--- src/rtl/sps_pkg.sv ---
// Purpose: shared constants and types of the song playback / sync control block
// Assumes: 125 MHz system clock, APB register access
// Notes:   all offsets are byte addresses of aligned 32-bit words
package sps_pkg;

	// ----------------------------------------------------------------
	// clock and timing
	// ----------------------------------------------------------------
	localparam int CLK_KHZ  = 125000;
	localparam int END_MS   = 2000;                // song-end display time
	localparam int END_CYC  = END_MS * CLK_KHZ;    // longest time, exact
	localparam int HOLD_MS  = 500;                 // hold before rapid stepping
	localparam int HOLD_CYC = HOLD_MS * CLK_KHZ;
	localparam int RPT_MS   = 80;                  // rapid step period
	localparam int RPT_CYC  = RPT_MS * CLK_KHZ;
	localparam int TICKS_PER_BEAT = 96;            // internal position resolution

	// ----------------------------------------------------------------
	// register map
	// ----------------------------------------------------------------
	localparam logic [7:0] OFS_CTRL   = 8'h00;     // [0] tape fetch/verify busy
	localparam logic [7:0] OFS_LAST   = 8'h04;     // [9:0] last step of song
	localparam logic [7:0] OFS_PLEN   = 8'h08;     // [15:0] ticks per step
	localparam logic [7:0] OFS_TDIV   = 8'h0C;     // [19:0] cycles per local tick
	localparam logic [7:0] OFS_REPEAT = 8'h10;     // [9:0] from [19:10] to [27:20] count
	localparam logic [7:0] OFS_STATUS = 8'h14;     // read-only state
	localparam logic [9:0]  LAST_RST  = 10'h010;
	localparam logic [15:0] PLEN_RST  = 16'h0180;  // one 4/4 bar
	localparam logic [19:0] TDIV_RST  = 20'h9EF21; // 120 beats per minute
	localparam int ST_SRC_POS  = 4;                // status field positions
	localparam int ST_PPB_POS  = 6;
	localparam int ST_STEP_POS = 8;
	localparam int ST_SONG_POS = 18;
	localparam int ST_RUN_POS  = 22;

	// ----------------------------------------------------------------
	// key lines, index into the synchronised key vector
	// ----------------------------------------------------------------
	localparam int K_START = 0;
	localparam int K_HALT  = 1;
	localparam int K_LIB   = 2;
	localparam int K_INC   = 3;
	localparam int K_DEC   = 4;
	localparam int K_SYNC  = 5;
	localparam int K_TAPE  = 6;
	localparam int K_SEC   = 7;
	localparam int K_STORE = 8;
	localparam int K_FETCH = 9;
	localparam int K_NUM   = 10;
	localparam int K_TAPEIN = 11;
	localparam int K_MIDI  = 12;
	localparam int NLINES  = 17;                   // 13 lines plus 4 digit bits

	// ----------------------------------------------------------------
	// types
	// ----------------------------------------------------------------
	typedef enum logic [3:0] {
		ST_SONG_SEL, ST_PAT_SEL, ST_PLAY, ST_HALT, ST_END,
		ST_SYNC_SRC, ST_PPB, ST_TAPE_MENU, ST_TAPE_XFER
	} sps_state_t;
	typedef enum logic [1:0] {SRC_LOCAL, SRC_PULSE, SRC_MIDI} sps_src_t;
	typedef enum logic [1:0] {PPB_24, PPB_48, PPB_96} sps_ppb_t;

endpackage : sps_pkg

--- src/rtl/sps_sync3.sv ---
// Purpose: three-stage input synchroniser with debounced level and rise pulse
// Assumes: inputs asynchronous to clk_in
// Notes:   a change counts once stages two and three agree
`timescale 1ns/10ps
`default_nettype none
module sps_sync3 #(
	parameter int WIDTH = 1
) (
	input  wire logic             clk_in,
	input  wire logic             sys_rst_in,
	input  wire logic [WIDTH-1:0] async_in,
	output logic      [WIDTH-1:0] level_out,
	output logic      [WIDTH-1:0] rise_out
);
	typedef struct packed {
		logic [WIDTH-1:0] s1;
		logic [WIDTH-1:0] s2;
		logic [WIDTH-1:0] s3;
		logic [WIDTH-1:0] lvl;
		logic [WIDTH-1:0] rise;
	} sps_sync_t;

	sps_sync_t q_r;
	sps_sync_t q_nxt;

	// stage one feeds stage two only
	always_comb begin
		q_nxt      = q_r;
		q_nxt.s1   = async_in;
		q_nxt.s2   = q_r.s1;
		q_nxt.s3   = q_r.s2;
		for (int i = 0; i < WIDTH; i++) begin
			if (q_r.s2[i] == q_r.s3[i]) begin
				q_nxt.lvl[i] = q_r.s2[i];
			end
		end
		q_nxt.rise = q_nxt.lvl & ~q_r.lvl;
	end

	always_ff @(posedge clk_in) begin
		if (sys_rst_in) begin
			q_r <= '0;
		end else begin
			q_r <= q_nxt;
		end
	end

	assign level_out = q_r.lvl;
	assign rise_out  = q_r.rise;
endmodule : sps_sync3
`default_nettype wire

--- src/rtl/sps_ctrl.sv ---
// Purpose: song playback control with timing source selection and tape menu
// Assumes: keys, tape input and midi clock tick arrive asynchronously
// Notes:   song data, tape transfer engine and midi byte decoding live outside
//
// What this block does
// - start on song screen begins playback, lamp
// - step counter starts at 001, advances
// - repeats jump step number, never displayed
// - after last step, end shown ~2s
// - halt-resume stops, then resumes exactly
// - start while halted restarts from beginning
// - library key while halted returns to selection
// - number key while halted selects that song
// - inc/dec step 001..last while halted, hold repeats
// - resume after stepping starts displayed step
// - secondary functions need secondary key held
// - sync menu from selection, halt screens
// - dec cycles local, pulse, midi, local
// - sync/inc accepts local or midi source
// - midi source takes timing from midi clock
// - pulse source takes timing from tape input
// - pulse source refused during tape fetch/verify
// - pulses per beat selectable 24, 48, 96
// - sync key leaves pulse rate screen
// - local pulse clock driven on tape output
// - tape or dec key leaves tape menu
// - no tape data until store/fetch chosen
// - tape data stored only with local source
`timescale 1ns/10ps
`default_nettype none
module sps_ctrl #(
	parameter int END_CYC  = sps_pkg::END_CYC,
	parameter int HOLD_CYC = sps_pkg::HOLD_CYC,
	parameter int RPT_CYC  = sps_pkg::RPT_CYC
) (
	input  wire logic        clk_in,
	input  wire logic        sys_rst_in,
	// apb slave
	input  wire logic        psel_in,
	input  wire logic        penable_in,
	input  wire logic        pwrite_in,
	input  wire logic [7:0]  paddr_in,
	input  wire logic [31:0] pwdata_in,
	output logic      [31:0] prdata_out,
	output logic             pready_out,
	output logic             pslverr_out,
	// front panel and link pins
	input  wire logic [10:0] keys_in,
	input  wire logic [3:0]  digit_in,
	input  wire logic        tape_in,
	input  wire logic        midi_tick_in,
	output logic             tape_out,
	output logic             tape_xfer_en_out,
	output logic             tape_fetch_out,
	output logic             tape_store_en_out,
	output logic             run_lamp_out,
	output logic [3:0]       disp_state_out,
	output logic [3:0]       disp_song_out,
	output logic [9:0]       disp_step_out,
	output logic             step_tick_out
);
	// ----------------------------------------------------------------
	// parameter checks
	// ----------------------------------------------------------------
	if (END_CYC < 1 || END_CYC >= 2**28 || HOLD_CYC < 1 || HOLD_CYC >= 2**28
	    || RPT_CYC < 1 || RPT_CYC >= 2**28) begin : g_bad
		$error("sps_ctrl: timer count out of 28-bit range");
	end

	typedef struct packed {
		sps_pkg::sps_state_t st;
		logic        ret_pat;
		logic [3:0]  song;
		logic [9:0]  step;
		logic [15:0] pos;
		logic [7:0]  rep_left;
		logic        stepped;
		sps_pkg::sps_src_t src;
		sps_pkg::sps_src_t shown_src;
		sps_pkg::sps_ppb_t ppb;
		logic        fetch_op;
		logic [19:0] tdiv_cnt;
		logic [1:0]  tick_ph;
		logic        tape_o;
		logic        step_tick;
		logic [27:0] tmr;
		logic [27:0] hold_cnt;
		logic        busy;
		logic [9:0]  last;
		logic [15:0] plen;
		logic [19:0] tdiv;
		logic [27:0] rep;
		logic [31:0] prdata;
		logic        pready;
		logic        pslverr;
		logic        lamp;
		logic        xfer;
		logic        store;
	} sps_ctrl_t;

	sps_ctrl_t q_r;
	sps_ctrl_t q_nxt;

	logic [sps_pkg::NLINES-1:0] lvl;
	logic [sps_pkg::NLINES-1:0] rise;

	// ----------------------------------------------------------------
	// pin synchronisers
	// ----------------------------------------------------------------
	sps_sync3 #(.WIDTH(sps_pkg::NLINES)) u_sync (
		.clk_in     (clk_in),
		.sys_rst_in (sys_rst_in),
		.async_in   ({digit_in, midi_tick_in, tape_in, keys_in}),
		.level_out  (lvl),
		.rise_out   (rise)
	);

	// ----------------------------------------------------------------
	// next state
	// ----------------------------------------------------------------
	always_comb begin
		logic       sec;
		logic       ltick;
		logic [2:0] inc;
		logic       step_up;
		logic       step_dn;
		logic [16:0] sum;
		logic [7:0]  a;
		q_nxt   = q_r;
		// secondary functions only with the secondary key held
		// secondary key gating
		sec     = lvl[sps_pkg::K_SEC];
		ltick   = 1'b0;
		inc     = 3'd0;
		step_up = 1'b0;
		step_dn = 1'b0;
		sum     = '0;
		a       = {paddr_in[7:2], 2'b00};
		q_nxt.step_tick = 1'b0;

		// local tempo divider, one tick per 1/96 beat
		if (q_r.tdiv_cnt >= q_r.tdiv - 20'd1) begin
			q_nxt.tdiv_cnt = '0;
			ltick          = 1'b1;
			q_nxt.tick_ph  = q_r.tick_ph + 2'd1;
		end else begin
			q_nxt.tdiv_cnt = q_r.tdiv_cnt + 20'd1;
		end
		// local pulse clock out, 24 per beat
		q_nxt.tape_o = (q_r.src == sps_pkg::SRC_LOCAL) && (q_r.st != sps_pkg::ST_TAPE_XFER)
		               && !q_nxt.tick_ph[1];

		// position increment per timing event, in 1/96 beat units
		case (q_r.src)
			// midi clock is 24 per beat
			sps_pkg::SRC_MIDI: inc = rise[sps_pkg::K_MIDI] ? 3'd4 : 3'd0;
			sps_pkg::SRC_PULSE: begin
				if (rise[sps_pkg::K_TAPEIN] && !q_r.busy) begin
					case (q_r.ppb)
						sps_pkg::PPB_24: inc = 3'd4;
						sps_pkg::PPB_48: inc = 3'd2;
						default:         inc = 3'd1;
					endcase
				end
			end
			default: inc = ltick ? 3'd1 : 3'd0;
		endcase

		// held inc/dec keys repeat after a delay
		// rapid stepping on hold
		if (rise[sps_pkg::K_INC] || rise[sps_pkg::K_DEC]) begin
			q_nxt.hold_cnt = '0;
			step_up        = rise[sps_pkg::K_INC];
			step_dn        = rise[sps_pkg::K_DEC];
		end else if (lvl[sps_pkg::K_INC] || lvl[sps_pkg::K_DEC]) begin
			if (q_r.hold_cnt >= 28'(HOLD_CYC + RPT_CYC - 1)) begin
				q_nxt.hold_cnt = 28'(HOLD_CYC);
				step_up        = lvl[sps_pkg::K_INC];
				step_dn        = lvl[sps_pkg::K_DEC];
			end else begin
				q_nxt.hold_cnt = q_r.hold_cnt + 28'd1;
			end
		end

		// main screen machine
		case (q_r.st)
			sps_pkg::ST_SONG_SEL, sps_pkg::ST_PAT_SEL: begin
				if (rise[sps_pkg::K_NUM]) begin
					q_nxt.song = lvl[16:13];
				end
				if (rise[sps_pkg::K_LIB] && !sec) begin
					q_nxt.st = (q_r.st == sps_pkg::ST_SONG_SEL) ? sps_pkg::ST_PAT_SEL
					                                             : sps_pkg::ST_SONG_SEL;
				end else if (rise[sps_pkg::K_START] && q_r.st == sps_pkg::ST_SONG_SEL) begin
					q_nxt.st       = sps_pkg::ST_PLAY;
					q_nxt.step     = 10'd1;
					q_nxt.pos      = '0;
					q_nxt.rep_left = q_r.rep[27:20];
				end
			end
			sps_pkg::ST_PLAY: begin
				if (rise[sps_pkg::K_HALT]) begin
					q_nxt.st      = sps_pkg::ST_HALT;
					q_nxt.stepped = 1'b0;
				end else if (inc != 3'd0) begin
					sum = {1'b0, q_r.pos} + 17'(inc);
					if (sum >= {1'b0, q_r.plen}) begin
						q_nxt.pos       = '0;
						q_nxt.step_tick = 1'b1;
						// repeat jumps move the step number
						if (q_r.step == q_r.rep[9:0] && q_r.rep_left != 8'd0) begin
							q_nxt.step     = q_r.rep[19:10];
							q_nxt.rep_left = q_r.rep_left - 8'd1;
						end else if (q_r.step >= q_r.last) begin
							q_nxt.st  = sps_pkg::ST_END;
							q_nxt.tmr = '0;
						end else begin
							q_nxt.step = q_r.step + 10'd1;
						end
					end else begin
						q_nxt.pos = sum[15:0];
					end
				end
			end
			sps_pkg::ST_END: begin
				// back to song screen after ~2s
				if (q_r.tmr >= 28'(END_CYC - 1)) begin
					q_nxt.st = sps_pkg::ST_SONG_SEL;
				end else begin
					q_nxt.tmr = q_r.tmr + 28'd1;
				end
			end
			sps_pkg::ST_HALT: begin
				if (rise[sps_pkg::K_START]) begin
					q_nxt.st       = sps_pkg::ST_PLAY;
					q_nxt.step     = 10'd1;
					q_nxt.pos      = '0;
					q_nxt.rep_left = q_r.rep[27:20];
				end else if (rise[sps_pkg::K_HALT]) begin
					q_nxt.st = sps_pkg::ST_PLAY;
					if (q_r.stepped) begin
						q_nxt.pos = '0;
					end
				end else if (rise[sps_pkg::K_LIB] && !sec) begin
					q_nxt.st = sps_pkg::ST_SONG_SEL;
				end else if (rise[sps_pkg::K_NUM]) begin
					q_nxt.st   = sps_pkg::ST_SONG_SEL;
					q_nxt.song = lvl[16:13];
				end else if (step_up && q_r.step < q_r.last) begin
					q_nxt.step    = q_r.step + 10'd1;
					q_nxt.stepped = 1'b1;
				end else if (step_dn && q_r.step > 10'd1) begin
					q_nxt.step    = q_r.step - 10'd1;
					q_nxt.stepped = 1'b1;
				end
			end
			sps_pkg::ST_SYNC_SRC: begin
				if (rise[sps_pkg::K_DEC]) begin
					case (q_r.shown_src)
						sps_pkg::SRC_LOCAL: q_nxt.shown_src = sps_pkg::SRC_PULSE;
						sps_pkg::SRC_PULSE: q_nxt.shown_src = sps_pkg::SRC_MIDI;
						default:            q_nxt.shown_src = sps_pkg::SRC_LOCAL;
					endcase
				end else if (rise[sps_pkg::K_SYNC] || rise[sps_pkg::K_INC]) begin
					if (q_r.shown_src == sps_pkg::SRC_PULSE) begin
						if (!q_r.busy) begin
							q_nxt.st  = sps_pkg::ST_PPB;
							q_nxt.src = sps_pkg::SRC_PULSE;
						end
					end else begin
						q_nxt.src = q_r.shown_src;
						q_nxt.st  = q_r.ret_pat ? sps_pkg::ST_PAT_SEL : sps_pkg::ST_SONG_SEL;
					end
				end
			end
			sps_pkg::ST_PPB: begin
				if (rise[sps_pkg::K_SYNC]) begin
					q_nxt.st = q_r.ret_pat ? sps_pkg::ST_PAT_SEL : sps_pkg::ST_SONG_SEL;
				end else if (rise[sps_pkg::K_INC]) begin
					case (q_r.ppb)
						sps_pkg::PPB_24: q_nxt.ppb = sps_pkg::PPB_48;
						sps_pkg::PPB_48: q_nxt.ppb = sps_pkg::PPB_96;
						default:         q_nxt.ppb = sps_pkg::PPB_24;
					endcase
				end else if (rise[sps_pkg::K_DEC]) begin
					case (q_r.ppb)
						sps_pkg::PPB_96: q_nxt.ppb = sps_pkg::PPB_48;
						sps_pkg::PPB_48: q_nxt.ppb = sps_pkg::PPB_24;
						default:         q_nxt.ppb = sps_pkg::PPB_96;
					endcase
				end
			end
			sps_pkg::ST_TAPE_MENU: begin
				if ((rise[sps_pkg::K_TAPE] && !sec) || rise[sps_pkg::K_DEC]) begin
					q_nxt.st = q_r.ret_pat ? sps_pkg::ST_PAT_SEL : sps_pkg::ST_SONG_SEL;
				end else if (rise[sps_pkg::K_STORE] || rise[sps_pkg::K_FETCH]) begin
					q_nxt.st       = sps_pkg::ST_TAPE_XFER;
					q_nxt.fetch_op = rise[sps_pkg::K_FETCH];
				end
			end
			sps_pkg::ST_TAPE_XFER: begin
				// tape key hands control back to the menu
				if (rise[sps_pkg::K_TAPE] && !sec) begin
					q_nxt.st = sps_pkg::ST_TAPE_MENU;
				end
			end
			default: q_nxt.st = sps_pkg::ST_SONG_SEL;
		endcase

		// secondary entry, only from selection or halted screens
		// sync menu entry points
		if (sec && (q_r.st == sps_pkg::ST_SONG_SEL || q_r.st == sps_pkg::ST_PAT_SEL
		            || q_r.st == sps_pkg::ST_HALT)) begin
			if (rise[sps_pkg::K_SYNC]) begin
				q_nxt.st        = sps_pkg::ST_SYNC_SRC;
				q_nxt.shown_src = q_r.src;
				q_nxt.ret_pat   = (q_r.st == sps_pkg::ST_PAT_SEL);
			end else if (rise[sps_pkg::K_TAPE]) begin
				q_nxt.st      = sps_pkg::ST_TAPE_MENU;
				q_nxt.ret_pat = (q_r.st == sps_pkg::ST_PAT_SEL);
			end
		end

		// panel flags kept in flops, in step with the state
		q_nxt.lamp  = (q_nxt.st == sps_pkg::ST_PLAY);
		q_nxt.xfer  = (q_nxt.st == sps_pkg::ST_TAPE_XFER);
		q_nxt.store = q_nxt.xfer && q_nxt.fetch_op && (q_nxt.src == sps_pkg::SRC_LOCAL);

		// apb: answer one cycle after setup, write at the pready edge
		q_nxt.pready = psel_in && !penable_in && !q_r.pready;
		if (psel_in && !penable_in && !q_r.pready) begin
			q_nxt.pslverr = 1'b0;
			q_nxt.prdata  = '0;
			case (a)
				sps_pkg::OFS_CTRL:   q_nxt.prdata[0]     = q_r.busy;
				sps_pkg::OFS_LAST:   q_nxt.prdata[9:0]   = q_r.last;
				sps_pkg::OFS_PLEN:   q_nxt.prdata[15:0]  = q_r.plen;
				sps_pkg::OFS_TDIV:   q_nxt.prdata[19:0]  = q_r.tdiv;
				sps_pkg::OFS_REPEAT: q_nxt.prdata[27:0]  = q_r.rep;
				sps_pkg::OFS_STATUS: begin
					q_nxt.prdata[3:0] = q_r.st;
					q_nxt.prdata[sps_pkg::ST_SRC_POS +: 2]  = q_r.src;
					q_nxt.prdata[sps_pkg::ST_PPB_POS +: 2]  = q_r.ppb;
					q_nxt.prdata[sps_pkg::ST_STEP_POS +: 10] = q_r.step;
					q_nxt.prdata[sps_pkg::ST_SONG_POS +: 4] = q_r.song;
					q_nxt.prdata[sps_pkg::ST_RUN_POS]       = (q_r.st == sps_pkg::ST_PLAY);
				end
				default: q_nxt.pslverr = 1'b1;
			endcase
		end else begin
			// error drops together with ready
			q_nxt.pslverr = 1'b0;
		end
		if (psel_in && penable_in && q_r.pready && pwrite_in) begin
			case (a)
				sps_pkg::OFS_CTRL:   q_nxt.busy = pwdata_in[0];
				sps_pkg::OFS_LAST:   q_nxt.last = (pwdata_in[9:0] == 10'd0) ? 10'd1
				                                                           : pwdata_in[9:0];
				sps_pkg::OFS_PLEN:   q_nxt.plen = (pwdata_in[15:0] == 16'd0) ? 16'd1
				                                                            : pwdata_in[15:0];
				sps_pkg::OFS_TDIV:   q_nxt.tdiv = (pwdata_in[19:0] == 20'd0) ? 20'd1
				                                                            : pwdata_in[19:0];
				sps_pkg::OFS_REPEAT: q_nxt.rep  = pwdata_in[27:0];
				default: ;
			endcase
		end
	end

	// ----------------------------------------------------------------
	// state register
	// ----------------------------------------------------------------
	always_ff @(posedge clk_in) begin
		if (sys_rst_in) begin
			q_r      <= '0;
			q_r.st   <= sps_pkg::ST_SONG_SEL;
			q_r.step <= 10'd1;
			q_r.last <= sps_pkg::LAST_RST;
			q_r.plen <= sps_pkg::PLEN_RST;
			q_r.tdiv <= sps_pkg::TDIV_RST;
		end else begin
			q_r <= q_nxt;
		end
	end

	// ----------------------------------------------------------------
	// outputs, all from the state register
	// ----------------------------------------------------------------
	assign prdata_out        = q_r.prdata;
	assign pready_out        = q_r.pready;
	assign pslverr_out       = q_r.pslverr;
	assign tape_out          = q_r.tape_o;
	assign run_lamp_out      = q_r.lamp;
	assign tape_xfer_en_out  = q_r.xfer;
	assign tape_fetch_out    = q_r.fetch_op;
	assign tape_store_en_out = q_r.store;
	assign disp_state_out    = q_r.st;
	assign disp_song_out     = q_r.song;
	assign disp_step_out     = q_r.step;
	assign step_tick_out     = q_r.step_tick;
endmodule : sps_ctrl
`default_nettype wire

--- config.mk ---
export PLATFORM = sky130hd
export DESIGN_NAME = sps_ctrl
export DESIGN_NICKNAME = d
export VERILOG_FILES = /design/src/rtl/sps_pkg.sv /design/src/rtl/sps_sync3.sv /design/src/rtl/sps_ctrl.sv
export SDC_FILE = /design/constraint.sdc
export NUM_CORES = 1
export LEC_CHECK = 0
export ABC_CLOCK_PERIOD_IN_PS = 7750
export BUFFER_PORTS_ARGS = -buffer_cell sky130_fd_sc_hd__clkbuf_2
export CAP_MARGIN = 20
export CORE_ASPECT_RATIO = 1.75
export CORE_MARGIN = 1.5
export CORE_UTILIZATION = 61
export DETAILED_ROUTE_END_ITERATION = 16
export GPL_TIMING_DRIVEN = 0
export HOLD_SLACK_MARGIN = 0.03
export PLACE_DENSITY = 0.82
export SYNTH_ARGS = -nofsm -noshare
export SYNTH_HDL_FRONTEND = slang
export SYNTH_SLANG_ARGS = --single-unit
--- constraint.sdc ---
create_clock -name clk_in -period 7.75 [get_ports clk_in]
set_input_delay 1.55 -clock clk_in [delete_from_list [all_inputs] [get_ports clk_in]]
set_output_delay 1.55 -clock clk_in [all_outputs]
set_load 0.01 [all_outputs]
==> impl_metrics.py, run 1 <==
metrics = {
    "grt": {
        "grt-ovfl-total": 0,
        "antenna_found_initial": 0,
        "grt_pass1_wl_mm": 76.1,
        "grt_usage_pct": 35.5,
        "grt_max_degree": 17,
        "first_global_vias": 14600,
    },
    "floorplan": {
        "die_w_um": 125,
        "start_util_pct": 62.4,
        "die_y_um": 216,
        "io_pins": 120,
        "num_rows": 77,
        "fp.dieArea_sq_mm": 0.0270,
        "core_sq_mm": 0.0254,
    },
    "setup_path": {
        "arrival_ns": 7.77,
        "cp_data_required_time_ns": 8.23,
        "critical_path.most_common_cell": "ha_1",
        "critPathMaxFanout": 8,
        "slowest_stage": "or4_1",
        "start_kind": "flop",
        "cp_slowest_stage_delay_ns": 0.64,
        "critPathKind": "flop to flop",
        "critPathCaptureType": "flop",
    },
    "power": {
        "power_switching_share_pct": 27.9,
        "pwr-share-comb_pct": 15.1,
        "power_switching_mw": 1.07,
        "power_per_cell_area_mw_per_mm2": 214,
        "ir_drop_mv": 0.198,
        "seqPwrFrac_pct": 44.4,
        "p_leak_nw": 7.15,
        "p_int_mw": 2.77,
        "p_clk_share_pct": 40.4,
    },
    "timing": {
        "whs_ns": 0.402,
        "hold_viol": 0,
        "period_needed_ns": 7.29,
        "finalCritPeriodShare_pct": 94.1,
        "maxSlewHeadroom_pct": 31.3,
        "fmax_mhz": 137,
        "finalClockSkew_ns": 0.0172,
        "tightest_slew_ns": 1.02,
        "finalMaxSlewViolations": 0,
        "setup_viol": 0,
    },
    "clock_network": {
        "htree_levels": 1,
        "clk_path_buf_depth": 3,
        "cts_buffers": 29,
        "clkSlewWorstSetupHoldPaths_ns": 0.07,
        "cts_tree": "done",
        "cts_root_buf": "clkbuf_16",
        "holdBufCountCts": 0,
        "insertion_delay_ns": 0.57,
        "cts.sinks": 319,
    },
    "synthesis": {
        "ys_warn_count": 0,
        "synthArstFlopShare_pct": 0,
        "yosysMostFrequentCell": "dfxtp_1",
        "synth_edf_count": 0,
        "yosysSeqAreaShare_pct": 40.2,
        "synth_top_cell_area_share_pct": 40.2,
        "ys_top_cells_by_count": "319 x dfxtp_1, 229 x nand2_1, 194 x nor2_1",
        "synth_seq_cells": 319,
        "synth_cell_types": 75,
        "avgSynthCellArea_sq_um": 8.23,
        "synth.area.top_cells": "dfxtp_1 40%, nand2_1 5.4%, a21oi_1 5.2%, ha_1 5.0%, nor2_1 4.6%",
        "synth_ff_type": "dfxtp_1",
        "syn_area_sq_mm": 0.0159,
        "netlist_instances": 1928,
        "yosys.area.top_type": "dfxtp_1",
    },
    "status": {
        "outcome": "completed",
    },
    "placement": {
        "place_inst": 2358,
        "dp_hpwl_mm": 36.6,
        "io_buffers": 109,
        "gp_congestion": 1.01,
    },
    "layout": {
        "drive_gt1_share_pct": 12.1,
        "post-route-util_pct": 70.5,
        "nNetsFinal": 2201,
        "syn2layout_area_growth_pct": 13.0,
        "seq_area_sq_mm": 0.00639,
        "layout.cells.non_filler": 2411,
        "antenna_cells": 0,
        "fillCellCount": 2098,
        "multi_input_area_sq_mm": 0.00854,
    },
    "detailed_routing": {
        "vias_per_cell": 6.11,
        "wirelength_mm": 48.9,
        "initialDrtViolationCount": 1085,
        "drc": 0,
        "num_vias": 14700,
        "drt_pass1_iterations": 6,
        "wl_per_cell_um": 20.3,
        "ant_nets": 0,
    },
    "min_path": {
        "hold_path.class": "flop to flop",
    },
    "run": {
        "cap_violations": 0,
    },
}
## power groups by stage
stage	logic (mW)	clock network [mW]	registers, mW
2_1_floorplan	0.357	0	1.73
3_3_place_gp	0.546	0	1.74
3_5_place_dp	0.551	0	1.74
4_1_cts	0.564	1.56	1.70
5_1_grt	0.618	1.61	1.71
6_report	0.582	1.55	1.71
## stage by stage
step | TNS, ns | power (mW) | instance area [sq um] | worst slack [ns]
2_1_floorplan | 0 | 2.09 | 15900 | 1.16
3_3_place_gp | -44.50 | 2.29 | 16800 | -0.994
3_5_place_dp | -11.29 | 2.29 | 16800 | -0.451
4_1_cts | 0 | 3.83 | 17900 | 0.0433
5_1_grt | -0.392 | 3.94 | 17900 | -0.0778
6_report | 0 | 3.84 | 17900 | 0.461
## worst max-delay path, delay by kind of cell (launching register included)
kind	cells	cell delay (ns)
xor+xnor	2	0.38
fa+ha+maj	4	1.20
simple gates	12	2.58
compound gates	10	2.07
buf+inv	3	0.59
flops	1	0.37
## cell type report
| class | instances | share of cell area (%) |
|---|---|---|
| multi-input combinational | 1401 | 47.6 |
| tap | 316 | 2.20 |
| inverter | 54 | 1.13 |
| timing repair buffer | 114 | 3.22 |
| buffer | 155 | 4.51 |
| clock inverter | 12 | 0.977 |
| sequential | 319 | 35.6 |
| clock buffer | 40 | 4.72 |
## repair_timing
action | in CTS | in global routing
pin swaps | 0 | 0
endpoints found under the hold margin | 0 | 0
setup buffers | 2 | 0
gates resized for setup | 2 | 11
endpoints found under the setup margin | 45 | 64
## registers in the layout (all words and copies together) (netlist names), named ones only
| signal | cells |
|---|---|
| tape_fetch_out | 1 |
| run_lamp_out | 1 |
| step_tick_out | 1 |
| u_sync.q_nxt | 34 |
| tape_xfer_en_out | 1 |
| u_sync.level_out | 16 |
| pslverr_out | 1 |
| pready_out | 1 |
| u_sync.q_r | 17 |
| tape_out | 1 |
| disp_song_out | 4 |
| disp_step_out | 10 |
| u_sync.rise_out | 12 |
| prdata_out | 28 |
| q_r | 185 |
| disp_state_out | 4 |
| tape_store_en_out | 1 |
## kinds of logic after synthesis
family	after synthesis	synth area share, %
AOI/OAI and AO/OA	358	13.8
xor gates and xnor gates	116	6.40
DFF	319	40.2
adders and majority gates	65	5.17
buffers and inverters	211	6.43
muxes	57	3.60
and+or+nand+nor	801	24.3
other	1	0.0236
## metal layers
layer  GRT usage (%)  routed length (um)
met1            36.5               17300
met5               0                   0
met3            5.68                3100
met2            62.6               23800
met4            30.0                4740
## placed cells by master, fill, tap and decap left out, drive strengths merged, types with 7 or more instances in the layout
cell,n
a221oi,8
nor2,194
nand2,229
a211oi,16
nand3,88
clkbuf,230
dfxtp,319
o211ai,8
and3,32
and2,16
o21ai,74
ha,64
xor2,69
buf,79
nor3b,7
nor2b,63
clkinv,9
mux2i,56
inv,53
nand2b,16
nand4,30
nor4,20
o221ai,18
xnor2,47
or3,10
a21oi,166
nor3,60
nand3b,9
## path summary, 6_finish.rpt
kind / startpoint / endpoint / slack (ns) / cells after the start
worst max-delay path: q_r[71]$_SDFFE_PP0P_ / q_r[155]$_SDFFE_PP0P_ / 0.46 / 31
worst min-delay path: u_sync.level_out[12]$_SDFF_PP0_ / u_sync.rise_out[12]$_SDFF_PP0_ / 0.40 / 1
worst max register to register: q_r[71]$_SDFFE_PP0P_ / q_r[155]$_SDFFE_PP0P_ / 0.46 / 31
worst min register to register: u_sync.level_out[12]$_SDFF_PP0_ / u_sync.rise_out[12]$_SDFF_PP0_ / 0.40 / 1
(Power assumes the default switching activity.)
==> inputs of run 2 (changes only) <==
Settings changed: ABC_CLOCK_PERIOD_IN_PS 7750 to 8700, CORE_ASPECT_RATIO 1.75 to not set, CORE_UTILIZATION 61 to 65, PLACE_DENSITY 0.82 to 0.86.
Clock period 7.75 ns to 8.7 ns, I/O delays scaled along.
==> run 2 against run 1 <==
Worst setup slack better by 0.092 ns. Combinational power is 16% lower. Clock skew is 0.0044 ns higher. Count of clock-buffer cells in the layout is 12 higher.
==> impl_metrics.py, run 2 (same netlist as run 1, synthesis figures left out) <==
metrics = {
    "status": {
        "outcome": "completed",
    },
    "clock_network": {
        "holdBufCountCts": 0,
        "cts_root_buf": "clkbuf_16",
        "clkSlewWorstSetupHoldPaths_ns": 0.06,
        "htree_levels": 2,
        "cts_buffers": 34,
        "cts.sinks": 319,
        "cts_tree": "done",
        "clk_path_buf_depth": 3,
        "ctsResizeCount": 0,
        "cts_post_setup_buffers_inserted": 0,
        "insertion_delay_ns": 0.53,
    },
    "timing": {
        "finalCritPeriodShare_pct": 93.6,
        "hold_viol": 0,
        "setup_viol": 0,
        "finalClockSkew_ns": 0.0216,
        "whs_ns": 0.436,
        "finalMaxSlewViolations": 0,
        "setup_tns_ns": 0,
        "rsz0062_at_grt": "false",
        "maxSlewHeadroom_pct": 30.5,
        "period_needed_ns": 8.15,
        "fmax_mhz": 123,
        "tightest_slew_ns": 1.03,
    },
    "placement": {
        "gp_congestion": 1.01,
        "dp_hpwl_mm": 33.8,
        "place_area_sq_mm": 0.0168,
        "io_buffers": 109,
    },
    "layout": {
        "drive_gt1_share_pct": 11.6,
        "fillCellCount": 1855,
        "regMostFlops": "q_r",
        "mostFrequentLayoutCells": "319 x dfxtp_1, 229 x nand2_1, 194 x nor2_1, 166 x a21oi_1, 109 x clkbuf_2",
        "seq_area_sq_mm": 0.00639,
        "nNetsFinal": 2206,
        "largest_reg_flops": 185,
        "layout_commonest_cell": "dfxtp_1",
        "antenna_cells": 0,
        "post-route-util_pct": 75.9,
        "syn2layout_area_growth_pct": 13.2,
        "finalInstanceArea_sq_mm": 0.0180,
        "multi_input_area_sq_mm": 0.00848,
    },
    "setup_path": {
        "start_kind": "flop",
        "slowest_stage": "or4_1",
        "critPathKind": "flop to flop",
        "critical_path.most_common_cell": "ha_1",
        "rrSetupSlack_ns": 0.55,
        "arrival_ns": 8.56,
        "cp_data_required_time_ns": 9.11,
        "critPathCaptureType": "flop",
        "critPathMaxFanout": 10,
        "reg2reg_depth": 31,
        "cp_slowest_stage_delay_ns": 0.61,
    },
    "run": {
        "cap_violations": 0,
    },
    "floorplan": {
        "num_rows": 56,
        "start_util_pct": 67.0,
        "die_y_um": 159,
        "die_w_um": 159,
        "fp.dieArea_sq_mm": 0.0254,
        "core_sq_mm": 0.0237,
        "io_pins": 120,
    },
    "power": {
        "power_per_cell_area_mw_per_mm2": 193,
        "p_leak_nw": 7.16,
        "ir_drop_mv": 0.184,
    },
    "detailed_routing": {
        "ant_nets": 0,
        "drc": 0,
        "initialDrtViolationCount": 1627,
        "vias_per_cell": 6.16,
        "num_vias": 14900,
        "wl_per_cell_um": 19.3,
        "wirelength_mm": 46.6,
        "drt_pass1_iterations": 6,
    },
    "grt": {
        "grt-ovfl-total": 0,
        "grt_usage_pct": 35.8,
        "antenna_found_initial": 0,
        "grt_pass1_wl_mm": 72.9,
        "grt_max_degree": 15,
        "first_global_vias": 13900,
    },
    "min_path": {
        "hold_depth": 1,
        "hold_path.class": "flop to flop",
    },
}
run 2: cell count changes in the layout (fill, tap and decap cells not counted), sizes merged:
cell,delta
inv,+1
clkinv,-5
bufinv,-2
buf,-2
clkbuf,+14
run 2: stage by stage:
stage	power, mW	cells	setup slack, ns
after detailed placement	2.02	2360	0.564
final	3.47	2420	0.553
after global routing	3.58	2420	0.0373
after CTS	3.47	2418	0.551
after floorplan	1.86	1931	2.11
after global placement	2.01	2359	0.208
run 2: layout make-up:
type / instances / area share [%]
multi-input cells: 1401 / 47.2
flip-flops and latches: 319 / 35.5
clock buffers: 52 / 5.79
plain buffers: 157 / 4.55
repair buffers: 112 / 3.12
well taps: 319 / 2.22
inverters: 54 / 1.13
clock inverters: 6 / 0.466
run 2: worst paths after layout:
kind / start / end
setup / recovery: q_r[71]$_SDFFE_PP0P_ / disp_step_out[4]$_SDFFE_PP0P_
hold / removal: u_sync.q_nxt[57]$_SDFF_PP0_ / u_sync.q_nxt[40]$_SDFF_PP0_
setup reg to reg: q_r[71]$_SDFFE_PP0P_ / disp_step_out[4]$_SDFFE_PP0P_
hold reg to reg: u_sync.q_nxt[57]$_SDFF_PP0_ / u_sync.q_nxt[40]$_SDFF_PP0_
run 2: power by group:
group / total [mW] / leakage (nW) / switching [mW] / internal (mW)
clock network: 1.46 / 0.556 / 0.582 / 0.880
registers: 1.52 / 2.58 / 0.0280 / 1.49
logic: 0.490 / 4.02 / 0.324 / 0.166
total: 3.47 / 7.16 / 0.934 / 2.54
run 2: layer usage:
layer | track usage (%) | wire, um | up-vias
met5 | 0 | 0 | -
met3 | 6.80 | 4370 | 137
met4 | 14.8 | 1730 | 0
met1 | 46.6 | 19100 | 7073
met2 | 58.5 | 21400 | 754
li1 | - | - | 6944
run 2: critical path: cells and delay by family, from the launching register on:
family | cells | cell delay [ns]
buffers and inverters | 4 | 1.00
AOI/OAI and AO/OA | 11 | 2.89
DFF | 1 | 0.39
adders and majority gates | 3 | 0.82
xor gates and xnor gates | 2 | 0.34
and+or+nand+nor | 11 | 2.58
